File: src/inc/pcsf_defs.vh
/*
 * Constants for the socket present-state and force-event register bank:
 * register offsets, field positions, reset values and field widths.
 * Assumes it is included by bare name from the design, assertion and bench files.
 */
`ifndef PCSF_DEFS_VH
`define PCSF_DEFS_VH

// Register byte offsets on the APB bus
`define PCSF_OFS_EVENT 8'h00
`define PCSF_OFS_MASK 8'h04
`define PCSF_OFS_STATE 8'h08
`define PCSF_OFS_FORCE 8'h0c
`define PCSF_ADDR_W 8

// Present-state field positions
`define PCSF_ST_SOCK_CAP_HI 31
`define PCSF_ST_SOCK_CAP_LO 28
`define PCSF_ST_VOLT_HI 13
`define PCSF_ST_VOLT_LO 10
`define PCSF_ST_INVALID_SUPPLY 9
`define PCSF_ST_REMOVAL_LOSS 8
`define PCSF_ST_UNRECOG 7
`define PCSF_ST_CARD_INT 6
`define PCSF_ST_BUS_CARD 5
`define PCSF_ST_NARROW_CARD 4
`define PCSF_ST_POWERED 3
`define PCSF_ST_DETECT2 2
`define PCSF_ST_DETECT1 1
`define PCSF_ST_STSCHG 0

// Force-event field positions
`define PCSF_FE_REINTERROGATE 14
`define PCSF_FE_VOLT_HI 13
`define PCSF_FE_VOLT_LO 10

// Event, status and mask field positions (same layout)
`define PCSF_EV_POWER 3
`define PCSF_EV_DETECT2 2
`define PCSF_EV_DETECT1 1
`define PCSF_EV_STSCHG 0
`define PCSF_EV_W 4

// Reset values
`define PCSF_RST_SOCK_CAP 4'h3
`define PCSF_RST_VOLT 4'h0
`define PCSF_RST_DETECT 1'h1
`define PCSF_RST_FLAG 1'h0
`define PCSF_RST_EVENTS 4'h0
`define PCSF_RST_MASK 4'h0
`define PCSF_RST_POWER_CTRL 1'h1
`define PCSF_RST_DATA 32'h0000_0000

`endif

File: src/hdl/pcsf_regs.v
/*
 * Socket present-state and force-event register bank for one card socket,
 * with a small event/mask pair that drives one level interrupt.
 * Assumes an APB master on the host clock, card pins already synchronous
 * to REF_CLK_IN, and an external interrogation sequencer and power switch.
 */
// Added by the designer: register access over APB.
`include "pcsf_defs.vh"
`default_nettype none

// Behaviour
// RULE1 - Bit 9 flags a host request for socket power at an invalid supply.
// RULE2 - Bit 8 flags possible data loss at card removal.
// RULE3 - Bit 7 flags an unrecognizable card, held until a valid card arrives.
// RULE4 - Bit 6 follows the live card ready/interrupt pin level.
// RULE5 - Bits 5 and 4 give card type, updated only by interrogation. Code also loads them on force writes and clears them on context clear.
// RULE6 - Bit 3 shows socket power: 0 powered down (reset), 1 powered up.
// RULE7 - Bits 2 and 1 follow detect pins, frozen during interrogation.
// RULE8 - Bit 0 follows the live status-change pin level.
// RULE9 - Context bits clear on global reset; bus reset too when PME off.
// RULE10 - Force register bits 31 to 15 and bit 6 read zero.
// RULE11 - Force bit 14 re-interrogates, refreshes state, re-enables power.
// RULE12 - Software writes bit 14 when a forced change needs interrogation.
// RULE13 - Force bits 13 to 10 write voltage bits; any one disables power. Code keeps power enabled when bit 14 is written together with them.
// RULE14 - Force bits 9, 8, 7, 5, 4 write the same state bits.
// RULE15 - Force bit 3 writes the power event flag, not the power state.
// RULE16 - Force bits 2 and 1 write detect event flags, not detect levels.
// RULE17 - Force bit 0 writes the status-change event flag, not the level.
// RULE18 - Power event interrupts only when mask bit 3 is one.
// RULE19 - A forced zero leaves an event flag alone; only one sets it.
module pcsf_regs (
	input wire REF_CLK_IN,
	input wire RST_B_IN,
	input wire BUS_RST_B_IN,
	input wire PME_EN_IN,
	input wire PSEL_IN,
	input wire PENABLE_IN,
	input wire PWRITE_IN,
	input wire [`PCSF_ADDR_W-1:0] PADDR_IN,
	input wire [31:0] PWDATA_IN,
	output reg [31:0] PRDATA_OUT,
	output reg PREADY_OUT,
	output reg PSLVERR_OUT,
	input wire CARD_INT_PIN_IN,
	input wire DETECT1_PIN_IN,
	input wire DETECT2_PIN_IN,
	input wire STSCHG_PIN_IN,
	input wire POWER_GOOD_IN,
	input wire BAD_SUPPLY_REQ_IN,
	input wire REMOVAL_LOSS_IN,
	input wire INTERROG_BUSY_IN,
	input wire INTERROG_DONE_IN,
	input wire RES_BUS_CARD_IN,
	input wire RES_NARROW_CARD_IN,
	input wire RES_UNRECOG_IN,
	input wire [3:0] RES_VOLT_CAP_IN,
	output reg REINTERROGATE_OUT,
	output reg POWER_CTRL_EN_OUT,
	output reg IRQ_OUT
);

////////////////////////////////////////////////////////////////////////////////
// State

reg [3:0] volt_capable;
reg invalid_supply_request;
reg removal_loss_flag;
reg unrecognized_card_flag;
reg card_int_level;
reg bus_card_detected;
reg narrow_card_detected;
reg socket_powered;
reg detect_pin2_level;
reg detect_pin1_level;
reg status_change_level;
reg [`PCSF_EV_W-1:0] event_flags;
reg [`PCSF_EV_W-1:0] event_mask;
reg [`PCSF_EV_W-1:0] read_clear;

////////////////////////////////////////////////////////////////////////////////
// Bus decode

wire setup_phase;
wire write_strobe;
wire read_strobe;
wire sel_event;
wire sel_mask;
wire sel_state;
wire sel_force;
wire mapped;
wire force_write;
wire ctx_clear;
wire refresh;

// Setup cycle: read data and the answer are prepared here
assign setup_phase = PSEL_IN & ~PENABLE_IN;
// Access completes on the edge where pready is seen high
assign write_strobe = PSEL_IN & PENABLE_IN & PREADY_OUT & PWRITE_IN;
assign read_strobe = PSEL_IN & PENABLE_IN & PREADY_OUT & ~PWRITE_IN;
assign sel_event = (PADDR_IN == `PCSF_OFS_EVENT);
assign sel_mask = (PADDR_IN == `PCSF_OFS_MASK);
assign sel_state = (PADDR_IN == `PCSF_OFS_STATE);
assign sel_force = (PADDR_IN == `PCSF_OFS_FORCE);
assign mapped = sel_event | sel_mask | sel_state | sel_force;
assign force_write = write_strobe & sel_force;

// Bus reset clears context bits only while PME is off
assign ctx_clear = ~BUS_RST_B_IN & ~PME_EN_IN; // RULE9

// Interrogation result from the sequencer refreshes card-type state
assign refresh = INTERROG_DONE_IN; // RULE5

////////////////////////////////////////////////////////////////////////////////
// Read data assembly

reg [31:0] state_word;
reg [31:0] next_rdata;

// Present-state word as software sees it
always @* begin
	state_word = `PCSF_RST_DATA;
	state_word[`PCSF_ST_SOCK_CAP_HI:`PCSF_ST_SOCK_CAP_LO] = `PCSF_RST_SOCK_CAP;
	state_word[`PCSF_ST_VOLT_HI:`PCSF_ST_VOLT_LO] = volt_capable;
	state_word[`PCSF_ST_INVALID_SUPPLY] = invalid_supply_request;
	state_word[`PCSF_ST_REMOVAL_LOSS] = removal_loss_flag;
	state_word[`PCSF_ST_UNRECOG] = unrecognized_card_flag;
	state_word[`PCSF_ST_CARD_INT] = card_int_level;
	state_word[`PCSF_ST_BUS_CARD] = bus_card_detected;
	state_word[`PCSF_ST_NARROW_CARD] = narrow_card_detected;
	state_word[`PCSF_ST_POWERED] = socket_powered;
	state_word[`PCSF_ST_DETECT2] = detect_pin2_level;
	state_word[`PCSF_ST_DETECT1] = detect_pin1_level;
	state_word[`PCSF_ST_STSCHG] = status_change_level;
end

// Read mux; the force register is write-only and reads all zero
always @* begin
	next_rdata = `PCSF_RST_DATA;
	if (sel_event) begin
		next_rdata[`PCSF_EV_W-1:0] = event_flags;
	end else if (sel_mask) begin
		next_rdata[`PCSF_EV_W-1:0] = event_mask;
	end else if (sel_state) begin
		next_rdata = state_word;
	end else begin
		next_rdata = `PCSF_RST_DATA; // RULE10
	end
end

////////////////////////////////////////////////////////////////////////////////
// APB answer: one wait-free access phase after each setup cycle

always @(posedge REF_CLK_IN or negedge RST_B_IN) begin
	if (!RST_B_IN) begin
		PRDATA_OUT <= `PCSF_RST_DATA;
		PREADY_OUT <= 1'b0;
		PSLVERR_OUT <= 1'b0;
		read_clear <= `PCSF_RST_EVENTS;
	end else begin
		PREADY_OUT <= setup_phase;
		PSLVERR_OUT <= setup_phase & ~mapped;
		if (setup_phase) begin
			PRDATA_OUT <= PWRITE_IN ? `PCSF_RST_DATA : next_rdata;
			// Only bits actually returned are cleared by this read
			read_clear <= (sel_event & ~PWRITE_IN) ? event_flags :
				`PCSF_RST_EVENTS;
		end
	end
end

////////////////////////////////////////////////////////////////////////////////
// Live pin levels

// Pins are sampled each cycle; detect levels freeze during interrogation
always @(posedge REF_CLK_IN or negedge RST_B_IN) begin
	if (!RST_B_IN) begin
		card_int_level <= 1'b0;
		status_change_level <= 1'b0;
		detect_pin2_level <= `PCSF_RST_DETECT;
		detect_pin1_level <= `PCSF_RST_DETECT;
		socket_powered <= 1'b0;
	end else begin
		card_int_level <= CARD_INT_PIN_IN; // RULE4
		status_change_level <= STSCHG_PIN_IN; // RULE8
		if (!INTERROG_BUSY_IN) begin
			detect_pin2_level <= DETECT2_PIN_IN; // RULE7
			detect_pin1_level <= DETECT1_PIN_IN; // RULE7
		end
		if (ctx_clear) begin
			socket_powered <= 1'b0; // RULE9
		end else begin
			// Force bit 3 never touches this level
			socket_powered <= POWER_GOOD_IN; // RULE6 RULE15
		end
	end
end

////////////////////////////////////////////////////////////////////////////////
// Card-type, voltage and error flags

always @(posedge REF_CLK_IN or negedge RST_B_IN) begin
	if (!RST_B_IN) begin
		volt_capable <= `PCSF_RST_VOLT;
		invalid_supply_request <= `PCSF_RST_FLAG;
		removal_loss_flag <= `PCSF_RST_FLAG;
		unrecognized_card_flag <= `PCSF_RST_FLAG;
		bus_card_detected <= `PCSF_RST_FLAG;
		narrow_card_detected <= `PCSF_RST_FLAG;
	end else if (ctx_clear) begin
		volt_capable <= `PCSF_RST_VOLT; // RULE9
		invalid_supply_request <= `PCSF_RST_FLAG;
		removal_loss_flag <= `PCSF_RST_FLAG;
		unrecognized_card_flag <= `PCSF_RST_FLAG;
		bus_card_detected <= `PCSF_RST_FLAG;
		narrow_card_detected <= `PCSF_RST_FLAG;
	end else if (force_write) begin
		// Direct overwrite of the state bits by software
		volt_capable <=
			PWDATA_IN[`PCSF_FE_VOLT_HI:`PCSF_FE_VOLT_LO]; // RULE13
		invalid_supply_request <=
			PWDATA_IN[`PCSF_ST_INVALID_SUPPLY]; // RULE14
		removal_loss_flag <= PWDATA_IN[`PCSF_ST_REMOVAL_LOSS]; // RULE14
		unrecognized_card_flag <= PWDATA_IN[`PCSF_ST_UNRECOG]; // RULE14
		bus_card_detected <= PWDATA_IN[`PCSF_ST_BUS_CARD]; // RULE14
		narrow_card_detected <= PWDATA_IN[`PCSF_ST_NARROW_CARD]; // RULE14
	end else begin
		// A bad request or a lossy removal is sticky until rewritten
		if (BAD_SUPPLY_REQ_IN) begin
			invalid_supply_request <= 1'b1; // RULE1
		end
		if (REMOVAL_LOSS_IN) begin
			removal_loss_flag <= 1'b1; // RULE2
		end
		if (refresh) begin
			volt_capable <= RES_VOLT_CAP_IN; // RULE11
			bus_card_detected <= RES_BUS_CARD_IN; // RULE5
			narrow_card_detected <= RES_NARROW_CARD_IN; // RULE5
			// Set by a bad card, released only by a valid one
			if (RES_UNRECOG_IN) begin
				unrecognized_card_flag <= 1'b1; // RULE3
			end else if (RES_BUS_CARD_IN | RES_NARROW_CARD_IN) begin
				unrecognized_card_flag <= 1'b0; // RULE3
			end
		end
	end
end

////////////////////////////////////////////////////////////////////////////////
// Re-interrogation request and socket power control

wire force_volt_any;
wire force_reinterrogate;

assign force_volt_any = |PWDATA_IN[`PCSF_FE_VOLT_HI:`PCSF_FE_VOLT_LO];
assign force_reinterrogate = PWDATA_IN[`PCSF_FE_REINTERROGATE];

// One-cycle request to the sequencer; power control gate follows forcing
always @(posedge REF_CLK_IN or negedge RST_B_IN) begin
	if (!RST_B_IN) begin
		REINTERROGATE_OUT <= 1'b0;
		POWER_CTRL_EN_OUT <= `PCSF_RST_POWER_CTRL;
	end else begin
		REINTERROGATE_OUT <= force_write & force_reinterrogate; // RULE11
		if (ctx_clear) begin
			POWER_CTRL_EN_OUT <= `PCSF_RST_POWER_CTRL; // RULE9
		end else if (force_write & force_reinterrogate) begin
			POWER_CTRL_EN_OUT <= 1'b1; // RULE11
		end else if (force_write & force_volt_any) begin
			POWER_CTRL_EN_OUT <= 1'b0; // RULE13
		end
	end
end

////////////////////////////////////////////////////////////////////////////////
// Event sources: level changes on power state, detect pins, status pin

reg socket_powered_d;
reg detect_pin2_d;
reg detect_pin1_d;
reg status_change_d;
wire [`PCSF_EV_W-1:0] hw_event;

always @(posedge REF_CLK_IN or negedge RST_B_IN) begin
	if (!RST_B_IN) begin
		socket_powered_d <= 1'b0;
		detect_pin2_d <= `PCSF_RST_DETECT;
		detect_pin1_d <= `PCSF_RST_DETECT;
		status_change_d <= 1'b0;
	end else begin
		socket_powered_d <= socket_powered;
		detect_pin2_d <= detect_pin2_level;
		detect_pin1_d <= detect_pin1_level;
		status_change_d <= status_change_level;
	end
end

// Change on the stored power, detect or status level raises its event
assign hw_event[`PCSF_EV_POWER] = socket_powered ^ socket_powered_d;
assign hw_event[`PCSF_EV_DETECT2] = detect_pin2_level ^ detect_pin2_d;
assign hw_event[`PCSF_EV_DETECT1] = detect_pin1_level ^ detect_pin1_d;
assign hw_event[`PCSF_EV_STSCHG] = status_change_level ^ status_change_d;

////////////////////////////////////////////////////////////////////////////////
// Sticky event flags: set wins over the read clear

wire event_read_done;

assign event_read_done = read_strobe & sel_event;

genvar gi;
generate
	for (gi = 0; gi < `PCSF_EV_W; gi = gi + 1) begin : g_event
		wire forced_set;
		// Only a written one forces the flag
		assign forced_set = force_write & PWDATA_IN[gi]; // RULE19
		always @(posedge REF_CLK_IN or negedge RST_B_IN) begin
			if (!RST_B_IN) begin
				event_flags[gi] <= 1'b0;
			end else if (ctx_clear) begin
				event_flags[gi] <= 1'b0; // RULE9
			end else if (hw_event[gi] | forced_set) begin
				// Force bits 3..0 hit the flags, not the levels
				event_flags[gi] <= 1'b1; // RULE15 RULE16 RULE17
			end else if (event_read_done & read_clear[gi]) begin
				event_flags[gi] <= 1'b0;
			end
		end
	end
endgenerate

////////////////////////////////////////////////////////////////////////////////
// Mask register and interrupt output

always @(posedge REF_CLK_IN or negedge RST_B_IN) begin
	if (!RST_B_IN) begin
		event_mask <= `PCSF_RST_MASK;
	end else if (ctx_clear) begin
		event_mask <= `PCSF_RST_MASK; // RULE9
	end else if (write_strobe & sel_mask) begin
		event_mask <= PWDATA_IN[`PCSF_EV_W-1:0];
	end
end

// Level interrupt while any unmasked flag stands
always @(posedge REF_CLK_IN or negedge RST_B_IN) begin
	if (!RST_B_IN) begin
		IRQ_OUT <= 1'b0;
	end else begin
		IRQ_OUT <= |(event_flags & event_mask); // RULE18
	end
end

endmodule

`default_nettype wire

File: config.mk
export PLATFORM = sky130hd
export DESIGN_NAME = pcsf_regs
export DESIGN_NICKNAME = d
export VERILOG_FILES = /design/src/hdl/pcsf_regs.v
export VERILOG_INCLUDE_DIRS = /design/src /design/src/inc
export SDC_FILE = /design/constraint.sdc
export NUM_CORES = 1
export LEC_CHECK = 0
export BUFFER_PORTS_ARGS = -buffer_cell sky130_fd_sc_hd__buf_4
export CORE_MARGIN = 4
export CORE_UTILIZATION = 47
export CTS_BUF_LIST = sky130_fd_sc_hd__clkbuf_8 sky130_fd_sc_hd__clkbuf_16
export DETAILED_ROUTE_END_ITERATION = 7
export PLACE_DENSITY = 0.91
export SLEW_MARGIN = 20
export SYNTH_ARGS = -nofsm -noshare
export SYNTH_HDL_FRONTEND = slang
export SYNTH_SLANG_ARGS = --single-unit
File: constraint.sdc
create_clock -name REF_CLK_IN -period 1.7 [get_ports REF_CLK_IN]
set_input_delay 0.34 -clock REF_CLK_IN [delete_from_list [all_inputs] [get_ports REF_CLK_IN]]
set_output_delay 0.34 -clock REF_CLK_IN [all_outputs]
set_load 0.1 [all_outputs]
# Word-level counts from Yosys, hierarchy flattened
# Index checks and enable logic that the tools add are counted.
# word_totals
ff_bits,67
inputBits,63
output_inout_bits,37
word_cells,128
# op_classes
n_eq_ne,3
mux,45
bitwise_logic,39
n_reduce_logical,14
# op_table
op,n
two-way mux 28 bit,2
two-way mux 1 bit,33
two-way mux 32 bit,1
two-way mux 4 bit,8
two-way mux 30 bit,1
nonzero test 3 bit,8
bitwise AND 1 bit,21
equality test 8 x 4 -> 1 bit (second input constant),2
equality test 8 x 3 -> 1 bit (second input constant),1
zero test 8 bit,1
OR 1 bit,8
OR reduction 4 bit,2
inverter 1 bit,5
bitwise AND 4 bit,1
nonzero test 4 bit,1
bitwise XOR 1 bit,4
AND reduction 2 bit,1
nonzero test 2 bit,1

# Logic depth before layout (Yosys ltp)
# Gate-level depths: netlist of the first run.
# depth
depth_word,8
depth_mapped,6
mapped_depth_nobuf,4

# Least setup slack after synthesis of the first run
# No wires, ideal clock.
# synth_timing
path_type,register to register
startpoint,register PREADY_OUT
endpoint,register POWER_CTRL_EN_OUT
setup_time_ns,0.087
arrival_ns,1.994
required_time_ns,1.613
slack_ns,-0.382
stages_incl_launch_ff,6
path_buffers,1
period_less_slack_ns,2.082
cell_sequence,dfrtp_1 nand3_1 or4_4 buf_6 o21ai_0 nand3b_1
# synth_via
elab_chain_cells,6
word_cells_on_any_way,8
classes_between,mux: 2; bitwise: 5; reduce/logical: 1
# synth_rtl
element,line_no,source
from (decl),pcsf_regs.v:42,"output reg PREADY_OUT,"
from (signal assigned),pcsf_regs.v:160,PREADY_OUT <= setup_phase;
bitwise AND 1 bit (*) (2 in series),pcsf_regs.v:98,assign write_strobe = PSEL_IN & PENABLE_IN & PREADY_OUT & PWRITE_IN;
bitwise AND 1 bit (*),pcsf_regs.v:105,assign force_write = write_strobe & sel_force;
bitwise AND 1 bit,pcsf_regs.v:266,end else if (force_write & force_reinterrogate) begin
two-way mux 1 bit,pcsf_regs.v:266,
two-way mux 1 bit,pcsf_regs.v:264,if (ctx_clear) begin
to (signal assigned),pcsf_regs.v:261,POWER_CTRL_EN_OUT <= `PCSF_RST_POWER_CTRL;
to (signal assigned),pcsf_regs.v:265,POWER_CTRL_EN_OUT <= `PCSF_RST_POWER_CTRL;
to (decl),pcsf_regs.v:58,"output reg POWER_CTRL_EN_OUT,"
# Mark *: on every way between the ends. The rest lies on a longest branch, timed or not.
# A chain may end at the register's enable or synchronous reset.

# Final worst setup path of the first run
# layout_timing
startpoint,input port PADDR_IN[5]
endpoint,register narrow_card_detected
# layout_via
elab_chain_cells,4
word_cells_on_any_way,5
classes_between,eq/ne: 1; mux: 2; bitwise: 1; reduce/logical: 1
# layout_rtl
element,line_no,source
from (decl),pcsf_regs.v:39,"input wire [`PCSF_ADDR_W-1:0] PADDR_IN,"
equality test 8 x 4 -> 1 bit (no source line) (*),--,
bitwise AND 1 bit (*),pcsf_regs.v:105,
two-way mux 1 bit,pcsf_regs.v:216,end else if (force_write) begin
two-way mux 1 bit,pcsf_regs.v:209,end else if (ctx_clear) begin
to (signal assigned),pcsf_regs.v:208,narrow_card_detected <= `PCSF_RST_FLAG;
to (signal assigned),pcsf_regs.v:215,narrow_card_detected <= `PCSF_RST_FLAG;
to (signal assigned),pcsf_regs.v:225,narrow_card_detected <= PWDATA_IN[`PCSF_ST_NARROW_CARD];
to (decl),pcsf_regs.v:71,reg narrow_card_detected;
# Marks and branches as above.

==> results of run 1 <==
[sequential cells by signal, summed over array words and instances (netlist names)]
register / flops
PRDATA_OUT: 15
event_flags: 4
event_mask: 4
read_clear: 4
volt_capable: 4
IRQ_OUT: 1
POWER_CTRL_EN_OUT: 1
PREADY_OUT: 1
PSLVERR_OUT: 1
REINTERROGATE_OUT: 1
bus_card_detected: 1
card_int_level: 1
detect_pin1_d: 1
detect_pin1_level: 1
detect_pin2_d: 1
detect_pin2_level: 1
invalid_supply_request: 1
narrow_card_detected: 1
removal_loss_flag: 1
socket_powered: 1
socket_powered_d: 1
status_change_d: 1
status_change_level: 1
unrecognized_card_flag: 1
[cell type report]
type                       count  share of cell area [%]
tap                           67                    2.80
clock buffer                   5                    2.30
inverter                       2                   0.251
timing repair buffer          79                    21.5
sequential                    50                    42.2
multi-input combinational    141                    30.3
clock inverter                 3                   0.711
[cell usage in the layout, fill, tap and decap left out, types with 3 or more instances in the layout]
cell,Yosys,routed
a211o_1,4,4
a211oi_1,9,8
a21oi_1,9,9
a22o_1,14,14
a22oi_1,3,3
buf_4,18,74
clkbuf_8,0,5
conb_1,1,16
dfrtp_1,45,44
dfstp_2,5,5
mux2i_1,14,14
nand2_1,12,12
nor2_1,27,25
o31ai_1,4,4
or4_4,2,3
xnor2_1,4,4
[metrics by stage]
step / TNS, ps / util [%] / hold slack (ps) / instance area (um^2)
after global placement: -5420 / 60.4 / 383 / 2850
after detailed placement: -6280 / 60.4 / 389 / 2850
after floorplan: -1080 / - / 44.4 / 2360
after global routing: -223 / 63.3 / 69.5 / 2990
final: -26.7 / 63.3 / 36.6 / 2990
after CTS: 0 / 62.5 / 49.0 / 2950
[path summary, 6_finish.rpt]
check,from,end,cells past startpoint
setup / recovery,PADDR_IN[5],narrow_card_detected,6
hold / removal,RST_B_IN,PRDATA_OUT[10],1
setup reg to reg,PREADY_OUT,narrow_card_detected,5
hold reg to reg,detect_pin1_level,detect_pin1_d,0
max in group asynchronous,RST_B_IN,PREADY_OUT,1
min in group REF_CLK_IN,CARD_INT_PIN_IN,card_int_level,1
[what timing repair did]
| item | CTS | global route |
|---|---|---|
| setup endpoints to repair | 6 | 9 |
| setup buffers | 0 | 0 |
| hold endpoints to repair | 0 | 0 |
| pin swaps | 0 | 1 |
| cloned | 0 | 1 |
| hold buffers | 0 | 0 |
| resized for setup | 2 | 4 |
[layer usage]
metal | up-vias | global-route usage (%) | part of all wire (%)
met5 | - | 0 | 0
met4 | 0 | 6.58 | 1.0
met3 | 6 | 4.52 | 6.5
met2 | 64 | 30.7 | 51
met1 | 842 | 21.6 | 41
li1 | 842 | - | -
[power by group through the flow]
| stage | logic (mW) | clock network (mW) | registers [mW] |
|---|---|---|---|
| finish | 0.462 | 0.690 | 1.30 |
| floorplan | 0.315 | 0 | 1.33 |
| CTS | 0.461 | 0.705 | 1.30 |
| global placement | 0.448 | 0 | 1.32 |
| global route | 0.497 | 0.757 | 1.30 |
| detailed placement | 0.459 | 0 | 1.32 |
[kinds of logic after synthesis]
kind of cell,count (synthesis)
muxes,16
xor gates and xnor gates,4
and+or+nand+nor,59
AOI/OAI and AO/OA,46
buffers and inverters,31
DFF,50
other,1
==> results by group, run 1 <==
Die
  – IO Count: 100
  – Die height: 77.6 um
  – Row Count: 25
  – Die width: 77.6 um
  – Die area: 6020 um^2
  – Starting Density: 48.2%
  – Core area: roughly 4700 um^2

Final layout
  – Area of the multi-input gates: a little over 900 um^2
  – Fillers: between 300 and 400
  – Seq. cell area: 1260 um^2
  – Post-route insts no fill: ~350
  – Final #Nets: 342
  – Post-synthesis to final-layout area growth: 31.3%
  – Layout cells sized above 1: about 38%
  – Diodes inserted: 0

Drt
  – Drt first pass iters: 4
  – WL final: 5170 um
  – Vias: 1754
  – Drt drc: 0
  – Initial detailed-routing violation count: 107
  – Routed Antenna Nets: 0
  – Vias per cell: between 5 and 6
  – WL per Instance: 14.9 um

Clock tree
  – Total CTS buffers: 5
  – Worst skew pair latency: ~310 ps
  – Root buffer cell: clkbuf_8
  – Clock transition at path regs: 100 ps
  – Clock Sinks: 50
  – TritonCTS clock tree: done
  – Htree depth: 2
  – Clock buffer depth: 2

Yosys
  – Largest family of logic cells by synthesized area: compound AO/OA/AOI/OAI gates
  – Synth Cell Area: between 2000 and 2500 um^2
  – Synth cell count leaders: dfrtp_1 (45), nor2_1 (27), buf_4 (18), a22o_1 (14), mux2i_1 (14)
  – Post-Syn Instances: 207
  – Synth Area in Adders: 0%
  – Simple-gate share of the synthesized area: 12.6%
  – Post-synth EDFFs: 0
  – Syn. warnings: 0
  – Synth area leader: dfrtp_1
  – Post-synthesis compound-gate area fraction: 14.9%
  – Fraction of registers with async set/reset: between 90% and 100%
  – XOR/XNOR Fraction of Synth Area: 1.54%
  – Top_reg_cell synth: dfrtp_1
  – Avg Cell Area, Syn: 11.0 um^2
  – Area contributors post-synth: dfrtp_1 (49%), mux2i_1 (6.2%), buf_4 (5.9%)
  – Seq cells post-synth: 50
  – Most numerous cell in the Yosys netlist: dfrtp_1
  – Seq/Total Area, Yosys: 55.2%
  – Synth cell types: 34
  – Share of the synthesized area in the top cell type: 49.5%
  – Multiplexer share of the synthesized area: 7.14%

Pwr
  – Comb pwr share: 18.9%
  – Clock share of power: 28.2%
  – Maximum vdd drop: 0.423 mV
  – Sw power: 0.753 mW
  – Net Sw Frac: between 30% and 40%
  – Sequential share of power: 52.9%
  – P_leak: 1.51 nW
  – Int Power: 1.69 mW
  – Pwr Density: 819 nW/um^2
  – Total chip power: 2.45 mW

Placed design
  – Placed cell count: 338
  – Worst slack, placed: -382 ps
  – IO Port Bufs: between 60 and 70
  – Routability cong.: 0.858
  – Final HPWL DP: 3980 um

Worst hold path
  – Worst hold path class: primary input to asynchronous set/reset pin

Global routing
  – Initial antenna violation count: 0
  – Vias in the first global route: 1830
  – GRT overflow: 0
  – GRT Total Usage: between 10% and 20%
  – First-pass GRT wire length: 8510 um
  – Largest net degree at the start of global routing: 51

STA
  – Final setup fails: 5
  – Final period util: 101%
  – RSZ-0062 raised after global routing: true
  – Slew Limit Fails: 0
  – Maximum clock frequency: 584 MHz
  – Worst clock skew: 12.2 ps
  – Crit path time final: ~1700 ps
  – Final hold viol count: 0
  – Post-route setup slack: -12.5 ps
  – Worst-margin pin slew: 609 ps
  – Slew headroom: 59.4%

Worst setup path
  – Critical path class: primary input to register
  – Crit path DAT: 1900 ps
  – Crit path buf inv count: 2
  – CP most frequent cell: or4_4
  – Crit end category: register
  – FF-to-FF setup slack: 60 ps
  – Startpoint types: primary input
  – Cell family with most CP delay: simple AND/OR/NAND/NOR gates
  – Largest fanout on the critical path: 6
  – Critical path's largest stage delay: 560 ps
  – WP data required: 1890 ps
  – Max stage delay cell, worst path: or4_4
  – Crit path cell chain: buf_6 -> or4_4 -> or4_4 -> buf_12 -> nor2_1 -> a211oi_1

Job
  – Max cap viols: 0

Outcome
  – Failing checks: negative setup slack
  – Status: complete, but fails checks
No activity file was read; power rests on OpenSTA's default activity.
==> inputs of run 2 (changes only) <==
--- a/config.mk
+++ b/config.mk
@@ -12,6 +12,7 @@
 export CTS_BUF_LIST = sky130_fd_sc_hd__clkbuf_8 sky130_fd_sc_hd__clkbuf_16
 export DETAILED_ROUTE_END_ITERATION = 7
 export PLACE_DENSITY = 0.91
+export SETUP_SLACK_MARGIN = 0.5
 export SLEW_MARGIN = 20
 export SYNTH_ARGS = -nofsm -noshare
 export SYNTH_HDL_FRONTEND = slang
==> run 2 against run 1 <==
Against the previous run:
- the run now ends clean
- fmax up 2.1%
- non-clock buffer count rose by 13
- setup slack improved by 35 ps
- combinational power is 8.4% higher
- via count increased by 7.2%
- clock power is 20% higher
- critical path depth is 1 lower
- global-route usage rose by 1.2 points
- sequential power about the same
- wire length up 18%
- clock-buffer cell count did not move
- critical path type unchanged
- largest cell class unchanged
==> results by group, run 2 (same netlist as run 1, synthesis figures left out) <==
Die
  – Starting Density: 48.2%
  – Die height: 77.6 um
  – Row Count: 25
  – IO Count: 100
  – Core area: roughly 4700 um^2
  – Die width: 77.6 um
  – Die area: ~6000 um^2

Drt
  – WL per Instance: 17.0 um
  – Initial detailed-routing violation count: 118
  – Drt first pass iters: 4
  – Vias per cell: roughly 5.2
  – WL final: 6120 um
  – Drt drc: 0
  – Vias: 1881
  – Routed Antenna Nets: 0

Clock tree
  – Total CTS buffers: 5
  – Clock transition at path regs: roughly 100 ps
  – TritonCTS clock tree: done
  – Clock buffer depth: 2
  – Htree depth: 2
  – Clock Sinks: 50
  – Worst skew pair latency: roughly 300 ps
  – Hold buffer count at cts: 0
  – Root buffer cell: clkbuf_8

Pwr
  – P_leak: 1.65 nW
  – Maximum vdd drop: 0.609 mV
  – Clock share of power: roughly a third
  – Sequential share of power: 49.4%
  – Sw power: 0.771 mW
  – Int Power: 1.86 mW
  – Comb pwr share: about a fifth
  – Pwr Density: 759 nW/um^2
  – Net Sw Frac: between 20% and 30%

Worst setup path
  – WP data required: 1910 ps
  – Startpoint types: primary input
  – Crit path DAT: 1890 ps
  – Max stage delay cell, worst path: or4_4
  – Critical path's largest stage delay: 560 ps
  – Largest fanout on the critical path: 9
  – Crit path cell chain: buf_6 -> or4_4 -> or4_4 -> buf_6 -> a211oi_1
  – Crit end category: register
  – Critical path class: primary input to register

STA
  – Worst clock skew: 10.3 ps
  – Final hold viol count: 0
  – Maximum clock frequency: a little under 600 MHz
  – Final period util: 98.7%
  – Slew headroom: 59.1%
  – Slew Limit Fails: 0
  – Final setup fails: 0
  – Worst-margin pin slew: 614 ps
  – RSZ-0062 raised after global routing: true
  – Crit path time final: 1680 ps

Global routing
  – Busiest grt layer: met2
  – Vias in the first global route: ~1800
  – Grt met2 use: a little under a third
  – GRT overflow: 0
  – Routing usage on met3: 4.41%
  – Initial antenna violation count: 0
  – GRT Total Usage: 19.1%
  – Routing usage on met1: 24.5%
  – First-pass GRT wire length: between 9000 and 10000 um
  – Largest net degree at the start of global routing: 51

Worst hold path
  – Worst hold path class: primary input to asynchronous set/reset pin

Final layout
  – Diodes inserted: 0
  – Area of the multi-input gates: 1000 um^2
  – Final #Nets: 355
  – Max FFs per register: 15
  – Fillers: 292
  – Final Core Density: 73.4%
  – Most common cell after layout, fill and taps aside: buf_4
  – Seq. cell area: 1290 um^2
  – Largest Register: PRDATA_OUT
  – Commonest cells after routing, fill and taps aside: buf_4 (59), nor2_1 (26), dfrtp_1 (26)
  – Layout cells sized above 1: about half
  – Final Cell Area: 3470 um^2
  – Post-synthesis to final-layout area growth: 52.2%

Outcome
  – Status: complete, no violations

Placed design
  – IO Port Bufs: between 60 and 70
  – Placed cell area: 2900 um^2
  – Final HPWL DP: ~3800 um
  – Routability cong.: between 0.8 and 0.9

Job
  – Max cap viols: 0
==> run 2: cell count changes in the layout (fill, tap and decap cells not counted), sizes merged <==
cell	previous run	this run
clkbuf	6	5
clkinvlp	1	0
buf	78	92
bufinv	0	1
==> run 2: power groups by stage <==
stage	Combinational (mW)	Clock, mW	Sequential (mW)
after global routing	0.537	0.889	1.31
final	0.501	0.830	1.30
after floorplan	0.324	0	1.33
after global placement	0.455	0	1.32
after CTS	0.486	0.836	1.30
after detailed placement	0.465	0	1.32
==> run 2: routing by layer <==
metal  part of all wire [%]  up-vias  wire, um
met5                      0        -         0
met4                    2.2        0       133
li1                       -      863         -
met2                     55       98      3360
met3                    7.7       11       469
met1                     35      909      2150
==> run 2: path summary, 6_finish.rpt <==
path	from	endpoint	slack, ps	depth (start not counted)
min	RST_B_IN	PRDATA_OUT[28]	40	1
max	PADDR_IN[5]	volt_capable[2]	20	5
max reg2reg	PREADY_OUT	volt_capable[2]	70	4
max in group asynchronous	RST_B_IN	PREADY_OUT	1200	1
min reg2reg	detect_pin2_level	detect_pin2_d	400	0
min in group REF_CLK_IN	CARD_INT_PIN_IN	card_int_level	130	1
==> run 2: repair_timing <==
item | CTS | global route
pin swaps | 8 | 11
buffers inserted | 6 | 8
gates resized for setup | 53 | 31
endpoints found under the setup margin | 54 | 59
gates cloned | 0 | 1
==> run 2: worst max-delay path: cells and delay by family <==
family / cells / cell delay, ps
and+or+nand+nor: 2 / 1060
buffers and inverters: 2 / 260
AOI/OAI and AO/OA: 1 / 230
==> run 2: final cells by class <==
| type | count | area share (%) |
|---|---|---|
| repair buffers | 92 | 28.2 |
| multi-input cells | 141 | 28.9 |
| flip-flops and latches | 50 | 37.1 |
| clock inverters | 3 | 1.16 |
| well taps | 67 | 2.42 |
| clock buffers | 5 | 1.99 |
| inverters | 2 | 0.217 |
==> run 2: metrics by stage <==
stage	power, mW	setup slack [ps]	setup TNS, ps	std cells	hold WS (ps)
3_5_place_dp	1.78	-343	-5980	337	387
5_1_grt	2.73	-43.2	-48.3	360	82.6
4_1_cts	2.62	47.7	0	351	62.0
2_1_floorplan	1.65	-125	-1080	222	44.4
3_3_place_gp	1.77	-305	-5210	337	385
6_report	2.63	22.1	0	360	43.2
